$ cat src/pkg/mds_pkg.sv
// Summary of operation
// RULE1 - Lock-check field picks lock condition from early, late and start flags.
// RULE2 - Main control bit 5 selects automatic or manual adjustment delay control.
// RULE3 - Main control bit 3 selects west (0) or east (1) reference input.
// RULE4 - Two-bit scheme field: 00 alternate mode, 10 subclass 1 mode, others unused.
// RULE5 - Main control bit 0 enables the whole synchronization function; the sync window and multiframe clock here keep running while it is clear.
// RULE6 - Bits 2 and 0 switch east and west input termination on.
// RULE7 - Relock bit set makes the logic retry lock after a lockout.
// RULE8 - Four-bit count of consecutive good checks needed before lock.
// RULE9 - Signed eight-bit offset adds -128..127 clock delay to data flow.
// RULE10 - Two eight-bit registers set window low (0Fh) and high (07h) time.
// RULE11 - Eight-bit register sets local multiframe clock period, reset 10h.
// RULE12 - Eight-bit preset delays multiframe clock after reference pulse, reset 04h.
// RULE13 - Manual adjust register seeds auto delay, or sets delay directly in manual.
// RULE14 - Read-only register reports the adjustment delay currently applied.
// RULE15 - State status shows busy bit 7, error bit 6, state code bits 3..0.
// RULE16 - Lock status bit 7 reads one once reference is found and locked.
// RULE17 - Status registers are read-only and meaningless until logic updates them.
// RULE18 - Main control bit 4 set stops internal reference pulse generation.
// RULE19 - Misc control bit 6 lets the sync event also align the oscillator.
// RULE20 - Reference control bits 5 and 4 enable east and west input buffers.
package mds_pkg;
   // ***************************************************
   // Register indices (byte address is four times these)
   // ***************************************************
   localparam logic [7:0] IDX_MAIN   = 8'hA0;
   localparam logic [7:0] IDX_IO     = 8'hA2;
   localparam logic [7:0] IDX_MISCA  = 8'hA3;
   localparam logic [7:0] IDX_MANADJ = 8'hA4;
   localparam logic [7:0] IDX_MISCB  = 8'hA6;
   localparam logic [7:0] IDX_OFFS   = 8'hA7;
   localparam logic [7:0] IDX_WINLO  = 8'hA8;
   localparam logic [7:0] IDX_WINHI  = 8'hA9;
   localparam logic [7:0] IDX_MFPER  = 8'hAA;
   localparam logic [7:0] IDX_MFPRE  = 8'hAB;
   localparam logic [7:0] IDX_CNTPRE = 8'hAC;
   localparam logic [7:0] IDX_ADJ    = 8'hB5;
   localparam logic [7:0] IDX_ERRST  = 8'hB6;
   localparam logic [7:0] IDX_STATE  = 8'hB7;
   localparam logic [7:0] IDX_LOCK   = 8'hB8;
   localparam logic [7:0] IDX_LCNT   = 8'hBA;
   localparam logic [7:0] IDX_DCNT   = 8'hBB;
   localparam logic [7:0] IDX_ENSMP  = 8'hBC;
   localparam logic [7:0] IDX_ENPH   = 8'hBD;
   // ***************************************************
   // Reset values
   // ***************************************************
   localparam logic [7:0] RST_MAIN   = 8'hE0;
   localparam logic [7:0] RST_IO     = 8'h30;
   localparam logic [7:0] RST_MISCA  = 8'h10;
   localparam logic [7:0] RST_MANADJ = 8'h80;
   localparam logic [7:0] RST_MISCB  = 8'h0F;
   localparam logic [7:0] RST_OFFS   = 8'h00;
   localparam logic [7:0] RST_WINLO  = 8'h0F;
   localparam logic [7:0] RST_WINHI  = 8'h07;
   localparam logic [7:0] RST_MFPER  = 8'h10;
   localparam logic [7:0] RST_MFPRE  = 8'h04;
   localparam logic [7:0] RST_CNTPRE = 8'h02;
   // ***************************************************
   // Field positions
   // ***************************************************
   localparam int MAIN_EN     = 0;
   localparam int MAIN_MOD_LO = 1;
   localparam int MAIN_EW     = 3;
   localparam int MAIN_SRDIS  = 4;
   localparam int MAIN_MAN    = 5;
   localparam int MAIN_CHK_LO = 6;
   localparam int IO_RT_W     = 0;
   localparam int IO_RT_E     = 2;
   localparam int IO_PON_W    = 4;
   localparam int IO_PON_E    = 5;
   localparam int MISCA_NCO   = 6;
   localparam int MISCB_RELK  = 4;
   localparam logic [1:0] MOD_ALT  = 2'h0;
   localparam logic [1:0] MOD_SUB1 = 2'h2;
   localparam logic [7:0] WR_MASK_MISCB = 8'h1F;
   localparam logic [7:0] WR_MASK_MISCA = 8'h7F;
   localparam logic [7:0] WR_MASK_IO    = 8'h35;

   typedef enum logic [3:0] {MDS_IDLE, MDS_SEARCH, MDS_CHECK, MDS_LOCKED, MDS_LOCKOUT} mds_state_e;

   // Avalon-MM request
   typedef struct packed {
      logic [9:0]  address;
      logic        read;
      logic        write;
      logic [31:0] writedata;
      logic [3:0]  byteenable;
   } mds_avreq_s;

   // Pad controls toward the reference input buffers
   typedef struct packed {
      logic east_ref_buffer_on;
      logic west_ref_buffer_on;
      logic east_ref_termination_on;
      logic west_ref_termination_on;
   } mds_pad_s;
endpackage : mds_pkg

$ cat src/hw/mds_ctrl.sv
`timescale 1ns/1ns
module mds_ctrl
(
   input  wire logic              clk,
   input  wire logic              rst_n,
   input  wire mds_pkg::mds_avreq_s av_req,
   output logic                   av_waitrequest,
   output logic [31:0]            av_readdata,
   input  wire logic              ref_west,
   input  wire logic              ref_east,
   input  wire logic              early_det,
   input  wire logic              late_det,
   input  wire logic              start_early,
   input  wire logic              start_late,
   output mds_pkg::mds_pad_s      pad_ctrl,
   output logic                   ref_pulse,
   output logic                   multiframe_clk,
   output logic                   osc_sync_pulse,
   output logic                   sync_window,
   output logic [7:0]             applied_adjust_value,
   output logic [7:0]             dataflow_offset,
   output logic                   sync_alt_mode,
   output logic                   sync_sub1_mode
);
   import mds_pkg::*;

   // ***************************************************
   // Register storage
   // ***************************************************
   logic [7:0] main_r, io_r, misca_r, manadj_r, miscb_r, offs_r;
   logic [7:0] winlo_r, winhi_r, mfper_r, mfpre_r, cntpre_r;
   logic [7:0] adj_r, errst_r, dcnt_r, ensmp_r;
   logic [3:0] lcnt_r;
   logic [1:0] enph_r;
   logic       locked_r, serr_r, ref_d_r, rd_pend_r;
   mds_state_e state_r;
   logic [7:0] mf_cnt_r, pre_cnt_r, win_cnt_r;
   logic       pre_run_r;

   // Word index decode; the low two byte address bits select nothing
   function automatic logic [7:0] reg_idx(input logic [9:0] a);
      reg_idx = a[9:2];
   endfunction : reg_idx

   wire logic [7:0] idx  = reg_idx(av_req.address);
   wire logic       wr   = av_req.write & av_req.byteenable[0];
   wire logic       en   = main_r[MAIN_EN];
   wire logic       man  = main_r[MAIN_MAN];
   wire logic [1:0] chk  = main_r[MAIN_CHK_LO+1:MAIN_CHK_LO];
   wire logic [1:0] mode = main_r[MAIN_MOD_LO+1:MAIN_MOD_LO];
   wire logic       ref_sel = main_r[MAIN_EW] ? ref_east : ref_west; // RULE3
   wire logic       ref_rise = ref_sel & ~ref_d_r;
   logic            check_ok;

   // ***************************************************
   // Control register writes
   // ***************************************************
   // Reads take one extra cycle so read data come from flops
   always_ff @(posedge clk or negedge rst_n)
   begin
      if (!rst_n)
      begin
         main_r   <= RST_MAIN;
         io_r     <= RST_IO;
         misca_r  <= RST_MISCA;
         manadj_r <= RST_MANADJ;
         miscb_r  <= RST_MISCB;
         offs_r   <= RST_OFFS;
         winlo_r  <= RST_WINLO;
         winhi_r  <= RST_WINHI;
         mfper_r  <= RST_MFPER;
         mfpre_r  <= RST_MFPRE;
         cntpre_r <= RST_CNTPRE;
      end
      else if (wr)
      begin
         case (idx)
            IDX_MAIN:   main_r   <= av_req.writedata[7:0];
            IDX_IO:     io_r     <= av_req.writedata[7:0] & WR_MASK_IO;
            IDX_MISCA:  misca_r  <= av_req.writedata[7:0] & WR_MASK_MISCA;
            IDX_MANADJ: manadj_r <= av_req.writedata[7:0];
            IDX_MISCB:  miscb_r  <= av_req.writedata[7:0] & WR_MASK_MISCB;
            IDX_OFFS:   offs_r   <= av_req.writedata[7:0];
            IDX_WINLO:  winlo_r  <= av_req.writedata[7:0]; // RULE10
            IDX_WINHI:  winhi_r  <= av_req.writedata[7:0]; // RULE10
            IDX_MFPER:  mfper_r  <= av_req.writedata[7:0]; // RULE11
            IDX_MFPRE:  mfpre_r  <= av_req.writedata[7:0]; // RULE12
            IDX_CNTPRE: cntpre_r <= av_req.writedata[7:0];
            default:    ;
         endcase
      end
   end

   // ***************************************************
   // Bus answer
   // ***************************************************
   // Writes finish at once; reads stall exactly one cycle
   always_ff @(posedge clk or negedge rst_n)
   begin
      if (!rst_n)
         rd_pend_r <= 1'b0;
      else
         rd_pend_r <= av_req.read & ~rd_pend_r;
   end

   assign av_waitrequest = av_req.read & ~rd_pend_r;

   // Status registers are read only; writes to them are dropped
   always_ff @(posedge clk or negedge rst_n)
   begin
      if (!rst_n)
         av_readdata <= 32'h0000_0000;
      else if (av_req.read & ~rd_pend_r)
      begin
         case (idx)
            IDX_MAIN:   av_readdata <= {24'h000000, main_r};
            IDX_IO:     av_readdata <= {24'h000000, io_r};
            IDX_MISCA:  av_readdata <= {24'h000000, misca_r};
            IDX_MANADJ: av_readdata <= {24'h000000, manadj_r};
            IDX_MISCB:  av_readdata <= {24'h000000, miscb_r};
            IDX_OFFS:   av_readdata <= {24'h000000, offs_r};
            IDX_WINLO:  av_readdata <= {24'h000000, winlo_r};
            IDX_WINHI:  av_readdata <= {24'h000000, winhi_r};
            IDX_MFPER:  av_readdata <= {24'h000000, mfper_r};
            IDX_MFPRE:  av_readdata <= {24'h000000, mfpre_r};
            IDX_CNTPRE: av_readdata <= {24'h000000, cntpre_r};
            IDX_ADJ:    av_readdata <= {24'h000000, adj_r}; // RULE14 RULE17
            IDX_ERRST:  av_readdata <= {24'h000000, errst_r};
            IDX_STATE:  av_readdata <= {24'h000000, (state_r != MDS_IDLE), serr_r, 2'h0, state_r}; // RULE15
            IDX_LOCK:   av_readdata <= {24'h000000, locked_r, 7'h00}; // RULE16
            IDX_LCNT:   av_readdata <= {28'h0000000, lcnt_r};
            IDX_DCNT:   av_readdata <= {24'h000000, dcnt_r};
            IDX_ENSMP:  av_readdata <= {24'h000000, ensmp_r};
            IDX_ENPH:   av_readdata <= {30'h00000000, enph_r};
            default:    av_readdata <= 32'h0000_0000;
         endcase
      end
   end

   // ***************************************************
   // Reference edge and lock condition
   // ***************************************************
   always_ff @(posedge clk or negedge rst_n)
   begin
      if (!rst_n)
         ref_d_r <= 1'b0;
      else
         ref_d_r <= ref_sel;
   end

   // Mode 11 tolerates jitter by accepting either crossed pair
   always_comb
   begin
      case (chk)
         2'h0:    check_ok = early_det & late_det; // RULE1
         2'h1:    check_ok = late_det; // RULE1
         2'h2:    check_ok = early_det; // RULE1
         default: check_ok = (start_early & late_det) | (start_late & early_det); // RULE1
      endcase
   end

   // ***************************************************
   // Sync state machine
   // ***************************************************
   // A failed check after lock is a lockout; relock only if asked
   always_ff @(posedge clk or negedge rst_n)
   begin
      if (!rst_n)
      begin
         state_r  <= MDS_IDLE;
         lcnt_r   <= 4'h0;
         locked_r <= 1'b0;
         serr_r   <= 1'b0;
      end
      else if (!en)
      begin
         state_r  <= MDS_IDLE; // RULE5
         lcnt_r   <= 4'h0;
         locked_r <= 1'b0;
      end
      else
      begin
         serr_r <= (mode != MOD_ALT) && (mode != MOD_SUB1); // RULE4
         case (state_r)
            MDS_IDLE:
               state_r <= MDS_SEARCH;
            MDS_SEARCH:
               if (ref_rise)
               begin
                  state_r <= MDS_CHECK;
                  lcnt_r  <= 4'h0;
               end
            MDS_CHECK:
               if (ref_rise)
               begin
                  if (!check_ok)
                     lcnt_r <= 4'h0;
                  else if (lcnt_r >= miscb_r[3:0]) // RULE8
                  begin
                     state_r  <= MDS_LOCKED;
                     locked_r <= 1'b1;
                  end
                  else
                     lcnt_r <= lcnt_r + 4'h1; // RULE8
               end
            MDS_LOCKED:
               if (ref_rise && !check_ok)
               begin
                  state_r  <= MDS_LOCKOUT;
                  locked_r <= 1'b0;
               end
            MDS_LOCKOUT:
               if (miscb_r[MISCB_RELK])
                  state_r <= MDS_SEARCH; // RULE7
            default:
            begin
               state_r <= MDS_IDLE;
               serr_r  <= 1'b1;
            end
         endcase
      end
   end

   // ***************************************************
   // Adjustment delay
   // ***************************************************
   // Auto mode walks the delay from the manual seed while checks fail
   always_ff @(posedge clk or negedge rst_n)
   begin
      if (!rst_n)
         adj_r <= RST_MANADJ;
      else if (man || state_r == MDS_IDLE || state_r == MDS_SEARCH)
         adj_r <= manadj_r; // RULE2 RULE13
      else if (state_r == MDS_CHECK && ref_rise && !check_ok)
         adj_r <= adj_r + 8'h01; // RULE2
   end

   // Diagnostic status copies
   always_ff @(posedge clk or negedge rst_n)
   begin
      if (!rst_n)
      begin
         errst_r <= 8'h00;
         dcnt_r  <= 8'h00;
         ensmp_r <= 8'h00;
         enph_r  <= 2'h0;
      end
      else
      begin
         errst_r <= {1'b0, 1'b0, 1'b0, 1'b0, early_det, late_det, 1'b0, state_r != MDS_IDLE};
         dcnt_r  <= ref_rise ? 8'h00 : dcnt_r + 8'h01;
         ensmp_r <= {ensmp_r[6:0], ref_sel};
         enph_r  <= {start_early, start_late};
      end
   end

   // ***************************************************
   // Internal reference pulse, preset and multiframe clock
   // ***************************************************
   // Pulse fires on each selected reference edge while enabled and main control bit 4 is clear, locked or not
   always_ff @(posedge clk or negedge rst_n)
   begin
      if (!rst_n)
         ref_pulse <= 1'b0;
      else
         ref_pulse <= en & ~main_r[MAIN_SRDIS] & ref_rise; // RULE18
   end

   // Preset counter delays the multiframe restart after the pulse
   always_ff @(posedge clk or negedge rst_n)
   begin
      if (!rst_n)
      begin
         pre_run_r <= 1'b0;
         pre_cnt_r <= 8'h00;
      end
      else if (ref_pulse)
      begin
         pre_run_r <= 1'b1;
         pre_cnt_r <= mfpre_r; // RULE12
      end
      else if (pre_run_r)
      begin
         if (pre_cnt_r == 8'h00)
            pre_run_r <= 1'b0;
         else
            pre_cnt_r <= pre_cnt_r - 8'h01;
      end
   end

   wire logic mf_restart = pre_run_r && (pre_cnt_r == 8'h00);

   // Period of zero holds the clock high rather than dividing by nothing
   always_ff @(posedge clk or negedge rst_n)
   begin
      if (!rst_n)
         mf_cnt_r <= 8'h00;
      else if (mf_restart || mf_cnt_r + 8'h01 >= mfper_r)
         mf_cnt_r <= 8'h00; // RULE11
      else
         mf_cnt_r <= mf_cnt_r + 8'h01;
   end

   assign multiframe_clk = (mf_cnt_r < {1'b0, mfper_r[7:1]}) | (mfper_r == 8'h00);

   // Oscillator sync follows the multiframe restart when enabled
   always_ff @(posedge clk or negedge rst_n)
   begin
      if (!rst_n)
         osc_sync_pulse <= 1'b0;
      else
         osc_sync_pulse <= mf_restart & misca_r[MISCA_NCO]; // RULE19
   end

   // ***************************************************
   // Sync window
   // ***************************************************
   always_ff @(posedge clk or negedge rst_n)
   begin
      if (!rst_n)
      begin
         sync_window <= 1'b0;
         win_cnt_r   <= 8'h00;
      end
      else if (win_cnt_r == 8'h00)
      begin
         sync_window <= ~sync_window;
         win_cnt_r   <= sync_window ? winlo_r : winhi_r; // RULE10
      end
      else
         win_cnt_r <= win_cnt_r - 8'h01;
   end

   // ***************************************************
   // Outputs
   // ***************************************************
   assign applied_adjust_value = adj_r; // RULE14
   assign dataflow_offset      = offs_r; // RULE9
   assign sync_alt_mode        = en & (mode == MOD_ALT); // RULE4
   assign sync_sub1_mode       = en & (mode == MOD_SUB1); // RULE4
   assign pad_ctrl.east_ref_buffer_on      = io_r[IO_PON_E]; // RULE20
   assign pad_ctrl.west_ref_buffer_on      = io_r[IO_PON_W]; // RULE20
   assign pad_ctrl.east_ref_termination_on = io_r[IO_RT_E]; // RULE6
   assign pad_ctrl.west_ref_termination_on = io_r[IO_RT_W]; // RULE6
endmodule : mds_ctrl

$ cat config.mk
export PLATFORM = sky130hd
export DESIGN_NAME = mds_ctrl
export DESIGN_NICKNAME = d
export VERILOG_FILES = /design/src/pkg/mds_pkg.sv /design/src/hw/mds_ctrl.sv
export SDC_FILE = /design/constraint.sdc
export NUM_CORES = 1
export LEC_CHECK = 0
export BUFFER_PORTS_ARGS = -buffer_cell sky130_fd_sc_hd__buf_2
export CAP_MARGIN = 20
export CORE_MARGIN = 4
export CORE_UTILIZATION = 52
export DETAILED_ROUTE_END_ITERATION = 16
export PLACE_DENSITY = 0.75
export RECOVER_POWER = 50
export SYNTH_ARGS = -nofsm -noshare
export SYNTH_HDL_FRONTEND = slang
export SYNTH_SLANG_ARGS = --single-unit
$ cat constraint.sdc
create_clock -name clk -period 2.2 [get_ports clk]
set_input_delay 0.44 -clock clk [delete_from_list [all_inputs] [get_ports clk]]
set_output_delay 0.44 -clock clk [all_outputs]
set_load 0.02 [all_outputs]
# Word level (Yosys, flattened, before mapping)
# Cells that the tools add are included.
# W data, S select, Z words.
# classes
n_addsub	6
multipliers	0
div	0
n_lt_le_gt_ge	3
eq_ne	37
shifts	0
n_mux	36
bitwise_logic	17
n_reduce_logical	35
# op_table
operator	count
$eq A8 B8 Y1 const B	19
$pmux W8 S19	1
$mux W8	9
$mux W4	12
$add A8 B1 Y8 const B	3
$logic_not A8 Y1	3
$reduce_and A2 Y1	12
$pmux W4 S5	1
$ne A3 B3 Y1 const B	6
$sub A8 B1 Y8 const B	2
$and A1 B1 Y1	11
$mux W1	10
$eq A4 B2 Y1 const B	2
$ge A8 B8 Y1	1
$lt A8 B7 Y1	1
$pmux W4 S2	1
$ne A3 B1 Y1 const B	2
$reduce_and A6 Y1	1
$reduce_bool A2 Y1	3
$logic_and A1 B1 Y1	5
$reduce_and A5 Y1	1
$reduce_or A5 Y1	1
$add A4 B1 Y4 const B	1
$eq A2 B2 Y1 const B	2
16 further kinds	24
# word_totals
ff_bits	181
latch_bits	0
ramBits	0
mem_bits_ro	0
in_bits	56
output_inout_bits	59
wordCells	164
mem_count	0

# Longest topological paths before layout
# logic_depth
word_depth	8
ltp_mapped	10
depth_no_buf	10

# Worst setup path after synthesis
# No wires, ideal clock.
# synth_timing
kind	register to register
start	register mf_cnt_r[0]
end	register mf_cnt_r[2]
setup_time_ns	0.073
t_arrival_ns	2.176
t_required_ns	2.127
setup_slack_ns	-0.049
stages_incl_launch_ff	11
cell_sequence	dfrtp_1 ha_1 nand3_1 nor2_1 xor2_1 ha_1 nor2b_1 a41oi_1 o211ai_1 a221o_1 nor2b_1
# synth_via
elab_chain_cells	4
# synth_lines
element	line	text
from (decl)	mds_ctrl.sv:37	logic [7:0] mf_cnt_r, pre_cnt_r, win_cnt_r;
from (signal assigned)	mds_ctrl.sv:301	mf_cnt_r <= mf_cnt_r + 8'h01;
$add A8 B1 Y8 (*)	mds_ctrl.sv:298, mds_ctrl.sv:301	
$ge A8 B8 Y1	mds_ctrl.sv:298	else if (mf_restart || mf_cnt_r + 8'h01 >= mfper_r)
$logic_or A1 B1 Y1	mds_ctrl.sv:298	
$mux W8 (*)	mds_ctrl.sv:298	
# Every way passes the cells marked *; elsewhere a longest branch is shown, timed or not.
# A chain may end at the register's enable or synchronous reset.

# Worst setup path in the final report
# layout_timing
start	register mf_cnt_r[1]
end	register mf_cnt_r[6]
# The elaborated chain is that of the path after synthesis.

==> reports/metrics.yaml <==
hp-start: "late_det"
dp_hpwl_mm: 17.3
ys_seq_area_share_pct: 47.8
slew_headroom_pct: 3.75
synth_mux_area_share_pct: 12.2
grt_overflow_total: 0
finalHoldViolations: 0
crit_required_ps: 2550
grt_pass1_vias: 6684
startpoint_type: "flop"
start_util_pct: 53.3
worstMarginPinSlew_ps: 1440
cap_violations: 0
clockRootBuffer: "clkbuf_16"
ys_top_cells_by_area: "dfrtp_1 41%, mux2_2 9.9%, dfstp_2 7.1%, ha_1 3.7%, nand2_1 3.4%"
n_antenna_cell: 0
synth_top_family_by_area: "simple AND/OR/NAND/NOR gates"
nFillCells: 1214
drc: 0
rsz0062_at_grt: "true"
wl_per_cell_um: 21.1
irDropWorstVdd_mv: 0.545
port_buffers: 61
drt_iter0_drc: 776
wl_met2_mm: 11.3
yosysWarnings: 0
top_layer_used: "met4"
syn-cell-area_sq_um: 8170
drtPass1Iterations: 7
synth_compound_area_share_pct: 13.2
clock_latency_ps: 430
yosysTopAreaCell: "dfrtp_1"
antenna_found_initial: 0
end_kind: "flop"
r2r_start: "mf_cnt_r[1]"
min_to: "errst_r[2]"
yosysTopAreaCellShare_pct: 40.7
slowest_stage: "a221o_2"
grt_max_degree: 58
holdPathStages: 1
setup_viol: 10
hp-class: "in2reg"
cp.arrival_ps: 2800
path_buf_inv: 1
layout-drive-gt1-share_pct: 32.8
place.gp.congestion: 0.995
grt_pass1_wl_mm: 37.4
syn2layout_area_growth_pct: 22.4
post-place-ws_ps: -173
max_freq_ghz: 0.409
yosys-top-cells-count: "133 x dfrtp_1, 75 x nand2_1, 72 x mux2_2"
ys.flop_type: "dfrtp_1"
synth_xor_area_share_pct: 3.32
cts_hold_buf: 0
crit_chain: "buf_6 > ha_4 > nand3_4 > nor2_4 > xor2_2 > ha_1 > nor2b_1 > a41oi_1 > o211ai_1 > a221o_2 > nor2b_1"
synth_adder_area_share_pct: 3.68
io_pins: 115
path_class: "reg2reg"
cts_buffers: 17
rows: 45
finalClockSkew_ps: 8.17
failed_checks: "negative setup slack"
via_count: 6847
r2r_cells: 11
grtUsageTotal_pct: 27.4
clock_sinks: 155
cts_buffer_depth: 2
status: "complete, but fails checks"
design.core.area_sq_um: 15300
clkSlewWorstSetupHoldPaths_ps: 60
power_leakage_uw: 0.00462
wl_met1_mm: 10.0
power.total_uw: 8220
avgSynthCellArea_sq_um: 10.5
synth_seq_cells: 155
num-nets-final: 998
crit_fanout: 8
finalWorstSetupSlack_ps: -244
ys_async_sr_fraction_pct: 100
die_area_sq_um: 17800
synth_most_common_cell: "dfrtp_1"
crit_top_cell: "nor2b_1"
h-tree-depth: 4
cts_tree: "done"
powerDensity_nw_per_um2: 822
maxSlewViolCount: 0
synthSimpleGateAreaFrac_pct: 14.6
fin_crit_sh_pct: 111
netlist_instances: 776
routed_via_density: 6.00
period_needed_ps: 2440
dieWidth_um: 133
die_h_um: 133
cpPeakStageDelay_ps: 460
synth_edf_count: 0
setup_tns_ps: -1960
rrSetupSlack_ps: -240
wl_met3_mm: 1.98
ant_nets: 0
ys_types: 70
crit_family: "compound AO/OA/AOI/OAI gates"
timing.rr.end: "mf_cnt_r[6]"
wl_mm: 24.0
==> logic make-up after synthesis <==
kind of cell,count (synthesis)
multiplexers,89
XOR/XNOR,31
AO/OA/AOI/OAI,157
flip-flops,155
adder cells (fa/ha/maj),24
AND/OR/NAND/NOR,235
other,1
buffers and inverters,84
==> area by class of cell <==
cell class,instances,area (sq um),share of cell area [%]
clock buffer,22,454,4.54
clock inverter,9,173,1.73
inverter,26,97.6,0.976
multi-input combinational,560,4040,40.4
sequential,155,3910,39.1
tap,211,264,2.64
timing repair buffer,158,1060,10.6
==> worst max-delay path by stage <==
stage                 from        endpoint  slack (ps)  cells past startpoint
6_report       mf_cnt_r[1]     mf_cnt_r[6]        -240                     11
3_5_place_dp   mf_cnt_r[0]     mf_cnt_r[6]        -170                     10
5_1_grt        mf_cnt_r[1]     mf_cnt_r[7]        -380                     11
2_1_floorplan  mf_cnt_r[0]     mf_cnt_r[2]           7                     10
4_1_cts        mf_cnt_r[1]  multiframe_clk        -290                      8
3_3_place_gp   mf_cnt_r[0]     mf_cnt_r[6]        -110                     10
==> worst register-to-register path: stages, from the launching register on <==
cell and delay, ps:
dfrtp_1 400, buf_6 130, ha_4 160, nand3_4 100, nor2_4 50, xor2_2 170
ha_1 330, nor2b_1 140, a41oi_1 150, o211ai_1 120, a221o_2 460, nor2b_1 150
==> cells in the final DEF, fill, tap and decap left out, types with 7 or more instances in the layout <==
cell type,instances
nor4_1,8
nand2b_1,11
o21ai_0,36
dfstp_2,22
clkbuf_16,17
mux2i_1,16
dfrtp_1,132
mux2_2,72
ha_1,20
a21oi_1,25
a221oi_1,10
a22oi_1,18
a32oi_1,7
nand3_1,27
o21ai_1,7
clkbuf_1,11
and3_1,8
nor2b_1,10
xnor2_1,16
nor2_1,43
buf_2,58
nor3_1,14
buf_4,83
xor2_1,14
conb_1,24
inv_1,23
nand2_1,75
==> stage by stage <==
stage / instance area [sq um] / hold slack (ps) / std cells / utilization, %
3_5_place_dp: 9290 / 368 / 1105 / 60.7
4_1_cts: 10000 / 5.13 / 1140 / 65.3
2_1_floorplan: 8260 / 144 / 799 / -
6_report: 10000 / 123 / 1141 / 65.3
3_3_place_gp: 9290 / 357 / 1105 / 60.7
5_1_grt: 10000 / 117 / 1141 / 65.3
==> report_power, final <==
part | switching [uW] | total, uW | internal (uW)
combinational | 843 | 1610 | 771
sequential | 305 | 3430 | 3120
clock | 1150 | 3180 | 2030
==> timing repair <==
item	CTS	global route
pin swaps	13	12
gates resized for setup	15	12
hold endpoints to repair	0	0
setup endpoints to repair	12	16
buffers inserted	4	1
==> layer usage <==
| layer | global-route usage (%) | vias to the layer above |
|---|---|---|
| met2 | 42.4 | 336 |
| met5 | 0 | - |
| met3 | 6.72 | 57 |
| met1 | 37.6 | 3399 |
| li1 | - | 3055 |
| met4 | 10.6 | 0 |
No activity file was read; power rests on OpenSTA's default activity.
